## src/hw/nei_defs.svh

```systemverilog
`ifndef NEI_DEFS_SVH
`define NEI_DEFS_SVH

// ----------------------------------------
// Pending register layout
// ----------------------------------------
`define NEI_PEND_NMI_BIT   7
`define NEI_PEND_CLR_MASK  8'h7f
`define NEI_PEND_RESET     8'h00

// ----------------------------------------
// Timing
// ----------------------------------------
`define NEI_STATE_TIME_NS  10
`define NEI_CLK_PERIOD_NS  5
`define NEI_STATE_CYCLES   ((`NEI_STATE_TIME_NS + `NEI_CLK_PERIOD_NS - 1) / `NEI_CLK_PERIOD_NS)

// ----------------------------------------
// Sizes
// ----------------------------------------
`define NEI_PIN_COUNT      32
`define NEI_SRC_COUNT      4

`endif

```

## src/hw/nei_pkg.sv

```systemverilog
`include "nei_defs.svh"

package nei_pkg;

	// ----------------------------------------
	// Exception sources, highest rank first
	// ----------------------------------------
	typedef enum logic [1:0] {
		NEI_SRC_TRAP   = 2'h0,
		NEI_SRC_UNIMPL = 2'h1,
		NEI_SRC_NMI    = 2'h2,
		NEI_SRC_OTHER  = 2'h3
	} nei_src_t;

	// ----------------------------------------
	// Power mode, Gray along run-idle path
	// ----------------------------------------
	typedef enum logic [1:0] {
		NEI_MODE_RUN   = 2'h0,
		NEI_MODE_IDLE  = 2'h1,
		NEI_MODE_STBY  = 2'h3,
		NEI_MODE_PDOWN = 2'h2
	} nei_mode_t;

	// ----------------------------------------
	// Grouped request lines from the core
	// ----------------------------------------
	typedef struct packed {
		logic trap;
		logic unimpl;
		logic other;
	} nei_req_t;

	typedef struct packed {
		logic     valid;
		nei_src_t src;
	} nei_grant_t;

endpackage : nei_pkg

```

## src/hw/nei_top.sv

```systemverilog
// Operation
// - A rising edge on the interrupt pin raises a nonmaskable request.
// - Nonmaskable ranks below trap and unimplemented opcode, above all else.
// - Pin high through reset leaves the request pending afterwards.
// - A rising edge in idle wakes the device toward the service routine.
// - Strap sampled at reset release; high there enters isolation mode.
// - Isolation floats every pin except ready, reset, strap and interrupt.
// - Isolation ends only through reset with the strap low at release.
// - Reset in powerdown, standby or idle returns to normal operation.
`include "nei_defs.svh"

module nei_top
	import nei_pkg::*;
(
	// Clock and reset
	input  wire logic                          REF_CLK_IN,
	input  wire logic                          RESET_IN,
	// Interrupt and strap pins
	input  wire logic                          NMI_PIN_IN,
	input  wire logic                          EMULATION_ISOLATE_STRAP_IN,
	// Core side
	input  wire nei_req_t                      REQ_IN,
	input  wire nei_mode_t                     MODE_REQ_IN,
	input  wire logic                          MODE_REQ_VALID_IN,
	input  wire logic                          PEND_WR_IN,
	input  wire logic [7:0]                    PEND_WR_DATA_IN,
	input  wire logic [`NEI_PIN_COUNT-1:0]     PIN_OE_CORE_IN,
	// Results
	output logic                               NMI_PENDING_OUT,
	output logic [7:0]                         INTERRUPT_PENDING_REG_HI_OUT,
	output nei_grant_t                         GRANT_OUT,
	output logic                               WAKE_OUT,
	output nei_mode_t                          MODE_OUT,
	output logic                               ISOLATE_OUT,
	output logic [`NEI_PIN_COUNT-1:0]          PIN_OE_OUT
);

	// ----------------------------------------
	// Sampling and edge detect
	// ----------------------------------------
	// Pin is synchronous, but a second sample gives the edge compare
	logic       nmi_s1_ff;
	logic       nmi_s2_ff;
	logic       nmi_rise;
	logic [7:0] pend_ff;
	logic       rst_d_ff;
	logic       isolate_ff;
	nei_mode_t  mode_ff;
	nei_mode_t  nxt_mode;
	nei_grant_t grant_ff;
	nei_grant_t nxt_grant;
	logic       wake_ff;

	always_ff @(posedge REF_CLK_IN) begin
		// Sampling keeps running in reset so a held-high pin stays visible
		nmi_s1_ff <= NMI_PIN_IN;
		nmi_s2_ff <= nmi_s1_ff;
	end

	assign nmi_rise = nmi_s1_ff & ~nmi_s2_ff;

	// ----------------------------------------
	// Pending register
	// ----------------------------------------
	always_ff @(posedge REF_CLK_IN) begin
		if (RESET_IN) begin
			// Pin high in reset makes pending at release
			pend_ff <= `NEI_PEND_RESET;
			pend_ff[`NEI_PEND_NMI_BIT] <= NMI_PIN_IN;
		end else begin
			if (PEND_WR_IN) begin
				pend_ff <= PEND_WR_DATA_IN;
			end
			// Set wins over a clear in the same cycle
			if (nmi_rise || (rst_d_ff && nmi_s1_ff)) begin
				pend_ff[`NEI_PEND_NMI_BIT] <= 1'b1;
			end
		end
	end

	// ----------------------------------------
	// Reset release strap capture
	// ----------------------------------------
	always_ff @(posedge REF_CLK_IN) begin
		rst_d_ff <= RESET_IN;
	end

	always_ff @(posedge REF_CLK_IN) begin
		if (RESET_IN) begin
			isolate_ff <= 1'b0;
		end else if (rst_d_ff) begin
			// Caught on the first edge after release, held until next reset
			isolate_ff <= EMULATION_ISOLATE_STRAP_IN;
		end
	end

	// ----------------------------------------
	// Power mode
	// ----------------------------------------
	always_comb begin
		nxt_mode = mode_ff;
		case (mode_ff)
			NEI_MODE_RUN: begin
				if (MODE_REQ_VALID_IN) begin
					nxt_mode = MODE_REQ_IN;
				end
			end
			NEI_MODE_IDLE: begin
				if (nmi_rise) begin
					nxt_mode = NEI_MODE_RUN;
				end
			end
			NEI_MODE_STBY: begin
				nxt_mode = NEI_MODE_STBY;
			end
			NEI_MODE_PDOWN: begin
				nxt_mode = NEI_MODE_PDOWN;
			end
			default: begin
				nxt_mode = NEI_MODE_RUN;
			end
		endcase
	end

	always_ff @(posedge REF_CLK_IN) begin
		if (RESET_IN) begin
			mode_ff <= NEI_MODE_RUN;
		end else begin
			mode_ff <= nxt_mode;
		end
	end

	always_ff @(posedge REF_CLK_IN) begin
		if (RESET_IN) begin
			wake_ff <= 1'b0;
		end else begin
			wake_ff <= (mode_ff == NEI_MODE_IDLE) && nmi_rise;
		end
	end

	// ----------------------------------------
	// Priority
	// ----------------------------------------
	always_comb begin
		nxt_grant = '0;
		if (REQ_IN.trap) begin
			nxt_grant = '{valid: 1'b1, src: NEI_SRC_TRAP};
		end else if (REQ_IN.unimpl) begin
			nxt_grant = '{valid: 1'b1, src: NEI_SRC_UNIMPL};
		end else if (pend_ff[`NEI_PEND_NMI_BIT]) begin
			nxt_grant = '{valid: 1'b1, src: NEI_SRC_NMI};
		end else if (REQ_IN.other) begin
			nxt_grant = '{valid: 1'b1, src: NEI_SRC_OTHER};
		end
	end

	always_ff @(posedge REF_CLK_IN) begin
		if (RESET_IN) begin
			grant_ff <= '0;
		end else begin
			grant_ff <= nxt_grant;
		end
	end

	// ----------------------------------------
	// Outputs
	// ----------------------------------------
	// Kept pins are inputs here, so the core enables float as a group
	assign PIN_OE_OUT = isolate_ff ? '0 : PIN_OE_CORE_IN;
	assign NMI_PENDING_OUT = pend_ff[`NEI_PEND_NMI_BIT];
	assign INTERRUPT_PENDING_REG_HI_OUT = pend_ff;
	assign GRANT_OUT = grant_ff;
	assign WAKE_OUT = wake_ff;
	assign MODE_OUT = mode_ff;
	assign ISOLATE_OUT = isolate_ff;
endmodule : nei_top

```

## config.mk

```make
export PLATFORM = sky130hd
export DESIGN_NAME = nei_top
export DESIGN_NICKNAME = d
export VERILOG_FILES = /design/src/hw/nei_pkg.sv /design/src/hw/nei_top.sv
export VERILOG_INCLUDE_DIRS = /design/src /design/src/hw
export SDC_FILE = /design/constraint.sdc
export NUM_CORES = 1
export LEC_CHECK = 0
export BUFFER_PORTS_ARGS = -buffer_cell sky130_fd_sc_hd__clkbuf_2
export CAP_MARGIN = 20
export CORE_MARGIN = 5
export CORE_UTILIZATION = 30
export DETAILED_ROUTE_END_ITERATION = 7
export PLACE_DENSITY_LB_ADDON = 0.25
export SLEW_MARGIN = 20
export SYNTH_ARGS = -nofsm -noshare
export SYNTH_HDL_FRONTEND = slang
export SYNTH_SLANG_ARGS = --single-unit
```

## constraint.sdc

```tcl
create_clock -name REF_CLK_IN -period 1.21 [get_ports REF_CLK_IN]
set_input_delay 0.0605 -clock REF_CLK_IN [delete_from_list [all_inputs] [get_ports REF_CLK_IN]]
set_output_delay 0.0605 -clock REF_CLK_IN [all_outputs]
set_load 0.02 [all_outputs]
```

Word level (Yosys, flattened, before mapping):

Index checks and enable logic that the tools add are counted.
W data, S select, Z words.

* word-level logic and storage cells: 37
* bits of input ports: 51
* bits in registers: 18

* bitwise operators: 2
* reduce and logical (&&, ||, !) cells: 8
* eq/ne operators: 5
* muxes and demuxes: 11

Operator list (number)
* $mux W32: 1
* $mux W8: 2
* $mux W3: 4
* $pmux W2 S4: 1
* $eq A2 B2 Y1 const B: 2
* $mux W2: 2
* $ne A2 B2 Y1 const B: 2
* $reduce_bool A3 Y1: 1
* $reduce_or A3 Y1: 1
* $eq A2 B1 Y1 const B: 1
* $logic_and A1 B1 Y1: 2
* $logic_not A2 Y1: 1
* $reduce_and A2 Y1: 1
* $reduce_or A2 Y1: 1
* $and A1 B1 Y1: 1
* $logic_or A1 B1 Y1: 1
* $mux W1: 1
* $not A1 Y1: 1

Depth between registers and ports, before layout:

Gate-level depths: netlist of run 1.

* word-level depth: 5
* gate-level depth with buffers: 3

Worst setup path before layout of run 1:

OpenSTA, ideal clock, no wires.

* path type: flip-flop to output port
* start point: register isolate_ff (netlist: ISOLATE_OUT)
* end point: output PIN_OE_OUT[10]
* arrival time: 920 ps
* setup slack: 230 ps
* cell stages (with the launch flop): 3
* cell sequence: dfxtp_1 buf_2 nor2b_1

* longest elaborated chain between the ends: 1

RTL lines
* from (decl): line nei_top.sv:47 `logic isolate_ff;`
* from (signal assigned): line nei_top.sv:90 `isolate_ff <= 1'b0;`
* from (signal assigned): line nei_top.sv:93 `isolate_ff <= EMULATION_ISOLATE_STRAP_IN;`
* $mux W32: line nei_top.sv:169 `assign PIN_OE_OUT = isolate_ff ? '0 : PIN_OE_CORE_IN;`
* to (decl): line nei_top.sv:35 `` output logic [`NEI_PIN_COUNT-1:0] PIN_OE_OUT ``

No other way between the ends.

Worst setup path in the final report of run 1:

* start point: register isolate_ff (netlist: ISOLATE_OUT)
* end point: output PIN_OE_OUT[20]

The elaborated chain is that of the path after synthesis.

==> results of run 1 <==
[cells by family (layout without fill, tap and decap cells)]
group / count (synthesis) / count (layout) / share of synthesized area (%)
flops: 18 / 18 / 44.2
buf+inv: 9 / 109 / 6.43
compound gates: 7 / 7 / 5.08
mux: 8 / 8 / 9.57
simple gates: 50 / 50 / 34.7
[how the worst max path moves through the flow]
| stage | to | cells past startpoint | startpoint |
|---|---|---|---|
| 3_5_place_dp | INTERRUPT_PENDING_REG_HI_OUT[7]$_DFFE_PP_ | 2 | rst_d_ff$_DFF_P_ |
| 2_1_floorplan | PIN_OE_OUT[10] | 2 | ISOLATE_OUT$_SDFFE_PP0P_ |
| 5_1_grt | PIN_OE_OUT[20] | 3 | ISOLATE_OUT$_SDFFE_PP0P_ |
| 4_1_cts | PIN_OE_OUT[20] | 3 | ISOLATE_OUT$_SDFFE_PP0P_ |
| 3_3_place_gp | INTERRUPT_PENDING_REG_HI_OUT[7]$_DFFE_PP_ | 2 | rst_d_ff$_DFF_P_ |
| 6_report | PIN_OE_OUT[20] | 3 | ISOLATE_OUT$_SDFFE_PP0P_ |
[worst max-delay path, stage by stage, from the launching register on]
cell and delay (ns):
dfxtp_1 0.35, buf_12 0.17, nor2b_1 0.14, buf_4 0.16
[layout by cell type, fill, tap and decap left out]
| master | instances |
|---|---|
| clkbuf_4 | 3 |
| nor2b_1 | 32 |
| a31oi_1 | 1 |
| buf_12 | 1 |
| dlygate4sd3_1 | 3 |
| nor2b_2 | 1 |
| clkbuf_2 | 76 |
| mux2i_1 | 8 |
| a211o_1 | 1 |
| a22oi_1 | 1 |
| edfxtp_1 | 1 |
| clkbuf_8 | 1 |
| and4bb_2 | 1 |
| o21ai_0 | 1 |
| nor2_1 | 10 |
| inv_1 | 2 |
| nand2b_1 | 1 |
| nand2_1 | 1 |
| buf_2 | 9 |
| nor4_1 | 1 |
| buf_4 | 14 |
| dfxtp_1 | 17 |
| a21oi_1 | 3 |
| nand3b_1 | 1 |
| nor3_1 | 2 |
[synthesized netlist by cell type (2+ instances only)]
library cell   n  share of area [%]
dfxtp_1       17                 41
buf_2          4                2.4
nor2_1        10                4.5
inv_1          2               0.90
buf_4          2                1.8
mux2i_1        8                9.6
nor3_1         2                1.2
a21oi_1        3                1.8
nor2b_1       33                 25
[metrics by stage]
| stage | TNS, ns | power, W |
|---|---|---|
| after floorplan | 0 | 0.000941 |
| after global placement | 0 | 0.00113 |
| after detailed placement | 0 | 0.00114 |
| after CTS | 0 | 0.00150 |
| after global routing | -0.0456 | 0.00158 |
| final | 0 | 0.00150 |
[registers in the layout (all words and copies together), names as in the netlist]
register                      count
GRANT_OUT                         3
INTERRUPT_PENDING_REG_HI_OUT      8
ISOLATE_OUT                       1
MODE_OUT                          2
WAKE_OUT                          1
nmi_s1_ff                         1
nmi_s2_ff                         1
rst_d_ff                          1
[power breakdown]
group	switching [W]	internal, W
logic	0.000268	0.000221
clock network	0.000175	0.000183
registers	0.0000216	0.000634
total	0.000464	0.00104
[final cells by class]
| type | instances | area (µm²) | share of cell area [%] |
|---|---|---|---|
| Sequential cell | 18 | 370 | 25.6 |
| Timing Repair Buffer | 103 | 581 | 40.1 |
| Tap cell | 31 | 38.8 | 2.68 |
| Inverter | 2 | 7.51 | 0.518 |
| Multi-Input combinational cell | 65 | 415 | 28.7 |
| Clock buffer | 4 | 36.3 | 2.50 |
[per-layer routing]
layer,GRT usage [%],vias to the layer above,routed length [µm]
met5,0,-,0
met4,3.98,0,16
met3,6.29,2,405
met2,23.3,63,1270
met1,11.5,396,895
li1,-,496,-
[what timing repair did]
action,CTS,global route
hold endpoints to repair,3,0
gates resized for setup,0,36
setup endpoints to repair,0,22
buffers inserted,0,0
hold buffers,3,0
==> metrics, run 1 <==
placed insts 216; Synth Flop Type dfxtp_1; Tcrit/Tclk final 96.0%; layout cell share with drive strength beyond 1 55.2%; Post-Syn Area 837 µm²; Reg2Reg Capture Point INTERRUPT_PENDING_REG_HI_OUT[7]$_DFFE_PP_; clock root cell clkbuf_4; ANT cells 0; Detailed Place HPWL 2250 µm; R2R cell count 2; Fillers 253; Vias 957; Seq/Total Area, Yosys 44.2%; Gate Count Post-Synth 92; CP Launch Type flip-flop; grt ovf 0; Req. time, crit path 1.15 ns; P&R area growth vs syn 73.1%; flops & latches, synth 18; Mapped Avg Cell Area 9.10 µm²; mean number of vias per cell 4.29; Peak Freq 0.861 GHz; Min-Delay Path Depth 3; WHS Endpoint INTERRUPT_PENDING_REG_HI_OUT[1]$_SDFFE_PP0P_; fin area 0.00145 mm²; clk sinks 18; antenna violations before repair 0; aggregate global-route resource usage 12.4%; Pre-antenna DRT Iters 2; Power Density 1040 mW/mm²; PortBufs 98; # rows 19; Unique masters post-synth 20; worst skew pair latency 0.28 ns; critical path endpoint category output port; worst reg2reg setup slack 0.19 ns; leak pwr 0.805 nW; crit path time final 1.16 ns; clock-pin slew on the worst setup and hold paths 0.09 ns; Crit Path Class flip-flop to output port; dpl ws 0.207 ns; largest net degree at the start of global routing 34; Routed wire per std cell 11.6 µm; VDD IR max 0.920 mV; TritonCTS clock tree yes; Worst R2R Start rst_d_ff$_DFF_P_; die area 0.00395 mm²; Hold Slack 0.0111 ns; die width 62.8 µm; Slew HR 82.1%; HP Start PEND_WR_DATA_IN[1]; Crit path arrival time 1.10 ns; final setup margin 0.0482 ns; CP max FO 33; drt first-iter violations 9; net count after synthesis 143; non-filler instance count after layout 223; # setup viols final 0; vias in the first global route 940; fin nets 244; Setup Skew 0.00289 ns; Final Hold Viols 0; Clock Tree Buf Depth 2; first-pass GRT wire length 4070 µm; Max Slew Vio Count 0; Initial Util 30.9%; Routability Congestion 0.678; max-cap viol count 0; cts bufs inserted 3; Async SR Flop Fraction 0%; Hold Crit Class input port to flip-flop; Placed Area 0.00135 mm²; Chip Height 62.8 µm; core footprint 0.00271 mm²; DRC Markers 0; yosys warns 0; worst-margin pin slew 0.269 ns; number of enable flip-flop cells after synthesis 1; Util after Layout 53.5%; Routed WL 2590 µm; RSZ-0062 raised after global routing yes; post-route ant nets 0; IO Count 99; status finished, final reports clean; H-tree depth 1
(Power assumes the default switching activity.)
==> run 2, diff against run 1 <==
--- a/config.mk
+++ b/config.mk
@@ -10,6 +10,7 @@
 export CAP_MARGIN = 20
 export CORE_MARGIN = 5
 export CORE_UTILIZATION = 30
+export CTS_BUF_LIST = sky130_fd_sc_hd__clkbuf_16
 export DETAILED_ROUTE_END_ITERATION = 7
 export PLACE_DENSITY_LB_ADDON = 0.25
 export SLEW_MARGIN = 20
==> run 2 against run 1 <==
Global-route usage is 0.45 points higher. Combinational power is 5.1% lower. Register-to-register slack hardly changed. Sequential power hardly changed. Hold slack worse by 0.0068 ns. Cell count is 0.90% lower.
==> metrics, run 2 (synthesis results as in run 1) <==
CP max FO 33 (unchanged); mean number of vias per cell 4.28 (-0.36%); aggregate global-route resource usage 12.9% (+0.45 points); cts bufs inserted 3 (unchanged); die area 0.00395 mm² (unchanged); worst skew pair latency 0.25 ns (-0.03 ns); largest net degree at the start of global routing 34 (unchanged); CP max stage cell dfxtp_1; Req. time, crit path 1.15 ns (about the same); Most Used Layer, Global Route met2; Hold Crit Class input port to flip-flop; worst-margin pin slew 0.272 ns (+0.00364 ns); layout cell share with drive strength beyond 1 54.7% (-0.47 points); Post-Route Setup TNS 0 ns (unchanged); clk sinks 18 (unchanged); Slew HR 81.8% (-0.24 points); clock-pin slew on the worst setup and hold paths 0.05 ns (-0.04 ns); crit path time final 1.12 ns (-0.0464 ns); H-tree depth 1 (unchanged); Routed WL 2560 µm (-1.1%); post-CTS setup buffer count 0 (unchanged); Tcrit/Tclk final 92.2% (-3.8 points); leak pwr 0.805 nW (about the same); Pre-antenna DRT Iters 4 (+2); RSZ-0062 raised after global routing no; first-pass GRT wire length 4110 µm (+1.0%); Vias 945 (-1.3%); Util after Layout 53.0% (-0.46 points); CTS Hold Bufs 1 (-2); TritonCTS clock tree yes; DRC Markers 0 (unchanged); Routability Congestion 0.678 (unchanged); post_cts resized 0 (unchanged); Crit path arrival time 1.05 ns (-0.05 ns); CP Launch Type flip-flop; # setup viols final 0 (unchanged); core footprint 0.00271 mm² (unchanged); PortBufs 98 (unchanged); ANT cells 0 (unchanged); Clock Tree Buf Depth 2 (unchanged); antenna violations before repair 0 (unchanged); Power Density 1230 mW/mm² (+19%); # rows 19 (unchanged); P&R area growth vs syn 71.6%; clock root cell clkbuf_16; Chip Height 62.8 µm (unchanged); max-cap viol count 0 (unchanged); die width 62.8 µm (unchanged); status finished, final reports clean; Peak Freq 0.897 GHz (+4.2%); VDD IR max 0.970 mV (+5.5%); most common cell after layout, fill and taps aside clkbuf_2; post-route ant nets 0 (unchanged); GR met2 Demand/Resource 23.1% (-0.26 points); drt first-iter violations 13 (+4); Detailed Place HPWL 2250 µm (unchanged); Final Hold Viols 0 (unchanged); most frequent cells in the layout clkbuf_2, nor2b_1, dfxtp_1, nor2_1, mux2i_1; vias in the first global route 925 (-1.6%); Initial Util 30.9% (unchanged); Routed wire per std cell 11.6 µm (-0.19%); IO Count 99 (unchanged); largest incremental delay on the critical path 0.33 ns (-0.02 ns); fin nets 242 (-0.82%); critical path endpoint category output port; grt ovf 0 (unchanged); cells along the critical path buf_12 > nor2b_1 > clkbuf_2; Max Slew Vio Count 0 (unchanged); Setup Skew 0.00172 ns (-0.00117 ns); met1 track utilization from global routing 11.7% (+0.22 points); max reg flops 8 (unchanged); met3 Usage GRT 6.83% (+0.54 points); Crit Path Class flip-flop to output port
run 2: cell types whose count changed in the layout (fill, tap and decap cells not counted):
cell           before  now
clkbuf_2           76   98
buf_4              14    1
buf_2               9    0
clkbuf_16           0    3
clkbuf_4            3    0
dlygate4sd3_1       3    1
clkbuf_8            1    0
clkinv_1            0    1
nor2b_1            32   33
nor2b_2             1    0
run 2: final cells by class:
class | count | area (µm²)
Timing Repair Buffer | 101 | 528
Fill cell | 251 | 1270
Sequential cell | 18 | 370
Clock inverter | 1 | 3.75
Multi-Input combinational cell | 65 | 413
Clock buffer | 3 | 75.1
Tap cell | 31 | 38.8
Inverter | 2 | 7.51
run 2: path summary, 6_finish.rpt:
check                           start                                   endpoint  slack (ns)  cells after the start
max          ISOLATE_OUT$_SDFFE_PP0P_                             PIN_OE_OUT[20]        0.09                      3
min                         REQ_IN[2]                    GRANT_OUT[1]$_SDFF_PP0_       0.004                      2
max reg2reg          rst_d_ff$_DFF_P_  INTERRUPT_PENDING_REG_HI_OUT[7]$_DFFE_PP_        0.20                      2
min reg2reg         nmi_s1_ff$_DFF_P_                          nmi_s2_ff$_DFF_P_        0.38                      0
run 2: routing by layer:
| layer | vias to the layer above | part of all wire, % |
|---|---|---|
| met5 | - | 0 |
| met4 | 0 | 2.0 |
| met3 | 5 | 16 |
| met2 | 64 | 48 |
| met1 | 385 | 34 |
| li1 | 491 | - |
run 2: worst max-delay path, delay by kind of cell, from the launching register on:
family        cells  cell delay, ns
simple gates      1            0.13
buf+inv           2            0.35
flops             1            0.33
run 2: power by group:
group	leakage, nW	internal, W	switching, W
sequential	0.151	0.000636	0.0000215
clock	0.0385	0.000439	0.000211
combinational	0.615	0.000198	0.000266
run 2: stage by stage:
stage	area (µm²)	power, W	hold WS (ns)	std cells	worst slack (ns)
3_5_place_dp	1350	0.00114	0.183	216	0.207
6_report	1440	0.00177	0.00427	221	0.0946
2_1_floorplan	837	0.000941	0.0882	92	0.230
5_1_grt	1440	0.00185	0.0175	221	0.00371
4_1_cts	1440	0.00179	0.00413	221	0.0800
3_3_place_gp	1350	0.00113	0.183	216	0.233
==> run 3, diff against run 2 <==
--- a/config.mk
+++ b/config.mk
@@ -12,7 +12,8 @@
 export CORE_UTILIZATION = 30
 export CTS_BUF_LIST = sky130_fd_sc_hd__clkbuf_16
 export DETAILED_ROUTE_END_ITERATION = 7
-export PLACE_DENSITY_LB_ADDON = 0.25
+export PLACE_DENSITY_LB_ADDON = 0.2
+export SKIP_LAST_GASP = 1
 export SLEW_MARGIN = 20
 export SYNTH_ARGS = -nofsm -noshare
 export SYNTH_HDL_FRONTEND = slang
==> run 3 against run 2 <==
Via count up 2.1%. Largest power group unchanged. Clock skew about the same. First-iteration DRC count up 7.7%. Critical endpoint is now PIN_OE_OUT[23]. Combinational power about the same. Sequential share of layout area about the same.
==> metrics, run 3 (synthesis results as in run 1) <==
status finished, final reports clean; die width 62.8 µm (unchanged); Min-Delay Path Depth 2 (unchanged); clock root cell clkbuf_16; core footprint 0.00271 mm² (unchanged); worst-margin pin slew 0.345 ns (+0.0725 ns); largest incremental delay on the critical path 0.33 ns (about the same); Power Density 1230 mW/mm² (-0.15%); max-cap viol count 0 (unchanged); Pre-antenna DRT Iters 4 (unchanged); most frequent cells in the layout clkbuf_2, nor2b_1, dfxtp_1, nor2_1, mux2i_1; Critical Path Stages 3 (unchanged); HP Start REQ_IN[2]; Hold Crit Class input port to flip-flop; max reg flops 8 (unchanged); WHS Endpoint GRANT_OUT[1]$_SDFF_PP0_; Final Hold Viols 0 (unchanged); drt first-iter violations 14 (+1); IO Count 99 (unchanged); CP max FO 33 (unchanged); Initial Util 30.9% (unchanged); leak pwr 0.804 nW (about the same); # rows 19 (unchanged); worst skew pair latency 0.25 ns (about the same); worst path bufs/invs 2 (unchanged); PortBufs 98 (unchanged); antenna violations before repair 0 (unchanged); H-tree depth 1 (unchanged); TritonCTS clock tree yes; Multi-input gate area 413 µm² (unchanged); Slew HR 77.0% (-4.8 points); vias in the first global route 945 (+2.2%); FF+latch area 370 µm² (unchanged); P&R area growth vs syn 71.9%; die area 0.00395 mm² (unchanged); Reg2Reg Capture Point INTERRUPT_PENDING_REG_HI_OUT[7]$_DFFE_PP_; Post-Route Setup TNS 0 ns (unchanged); clock-pin slew on the worst setup and hold paths 0.05 ns (about the same); Worst R2R Start rst_d_ff$_DFF_P_; first-pass GRT wire length 4220 µm (+2.7%); aggregate global-route resource usage 13.0% (+0.11 points); ANT cells 0 (unchanged); Crit Path Class flip-flop to output port; final setup margin 0.0902 ns (-0.00444 ns); non-filler instance count after layout 221 (unchanged); Hold Slack 0.00795 ns (+0.00368 ns); placed insts 215 (-0.46%); Chip Height 62.8 µm (unchanged); critical path endpoint category output port; Vias 965 (+2.1%); Routed WL 2570 µm (+0.12%); grt ovf 0 (unchanged); Max Slew Vio Count 0 (unchanged); Clock Tree Buf Depth 2 (unchanged); Detailed Place HPWL 2150 µm (-4.4%); R2R cell count 2 (unchanged); crit path time final 1.12 ns (+0.00444 ns); dpl ws 0.216 ns (+0.00875 ns); mean number of vias per cell 4.37 (+2.1%); Routed wire per std cell 11.6 µm (+0.12%); layout cell share with drive strength beyond 1 54.2% (-0.53 points); CP max stage cell dfxtp_1; clk sinks 18 (unchanged); Routability Congestion 0.710 (+4.6%); cts bufs inserted 3 (unchanged); Req. time, crit path 1.15 ns (about the same); most common cell after layout, fill and taps aside clkbuf_2; Fillers 246 (-2.0%); largest net degree at the start of global routing 34 (unchanged); DRC Markers 0 (unchanged); post_cts resized 0 (unchanged); Tcrit/Tclk final 92.5% (+0.37 points); RSZ-0062 raised after global routing no; Setup Skew 0.00183 ns (+0.000109 ns); Peak Freq 0.893 GHz (-0.40%); # setup viols final 0 (unchanged); CP Launch Type flip-flop; CP top delay family buffers and inverters; fin nets 242 (unchanged); VDD IR max 1.01 mV (+3.9%); Crit path arrival time 1.06 ns (about the same); post-route ant nets 0 (unchanged); cells along the critical path buf_12 > nor2b_1 > clkbuf_2; worst reg2reg setup slack 0.22 ns (+0.02 ns)
-- run 3: timing repair --
action,in CTS,in global routing
setup buffers,0,0
hold buffers,2,0
hold endpoints to repair,2,0
-- run 3: worst max path at each step --
stage                                        start                                         to
after global placement            rst_d_ff$_DFF_P_  INTERRUPT_PENDING_REG_HI_OUT[7]$_DFFE_PP_
after floorplan           ISOLATE_OUT$_SDFFE_PP0P_                             PIN_OE_OUT[10]
after detailed placement          rst_d_ff$_DFF_P_  INTERRUPT_PENDING_REG_HI_OUT[7]$_DFFE_PP_
after CTS                 ISOLATE_OUT$_SDFFE_PP0P_                             PIN_OE_OUT[23]
after global routing      ISOLATE_OUT$_SDFFE_PP0P_                             PIN_OE_OUT[23]
final                     ISOLATE_OUT$_SDFFE_PP0P_                             PIN_OE_OUT[23]
-- run 3: layout make-up --
cell class	instances	share of cell area (%)
clock buffer	3	5.22
clock inverter	1	0.261
inverter	2	0.522
multi-input combinational	65	28.7
sequential	18	25.7
tap	31	2.70
timing repair buffer	101	36.9
-- run 3: worst register-to-register path: stages (launching register included) --
cell	delay [ns]
dfxtp_1	0.31
nand2b_1	0.15
a211o_1	0.30
-- run 3: through the flow --
stage | power [W] | area [µm²] | util, %
6_report | 0.00177 | 1440 | 53.1
2_1_floorplan | 0.000941 | 837 | -
3_5_place_dp | 0.00113 | 1340 | 49.4
5_1_grt | 0.00186 | 1440 | 53.1
4_1_cts | 0.00180 | 1440 | 53.1
3_3_place_gp | 0.00113 | 1340 | 49.4
-- run 3: metal layers --
layer / GRT usage [%] / wire length [µm]
met2: 25.5 / 1320
met4: 6.37 / 50
met1: 10.7 / 825
met3: 5.58 / 371
met5: 0 / 0
-- run 3: power breakdown --
part	total, W	internal [W]	switching (W)
registers	0.000658	0.000636	0.0000219
clock network	0.000651	0.000439	0.000212
logic	0.000463	0.000198	0.000265
total	0.00177	0.00127	0.000500
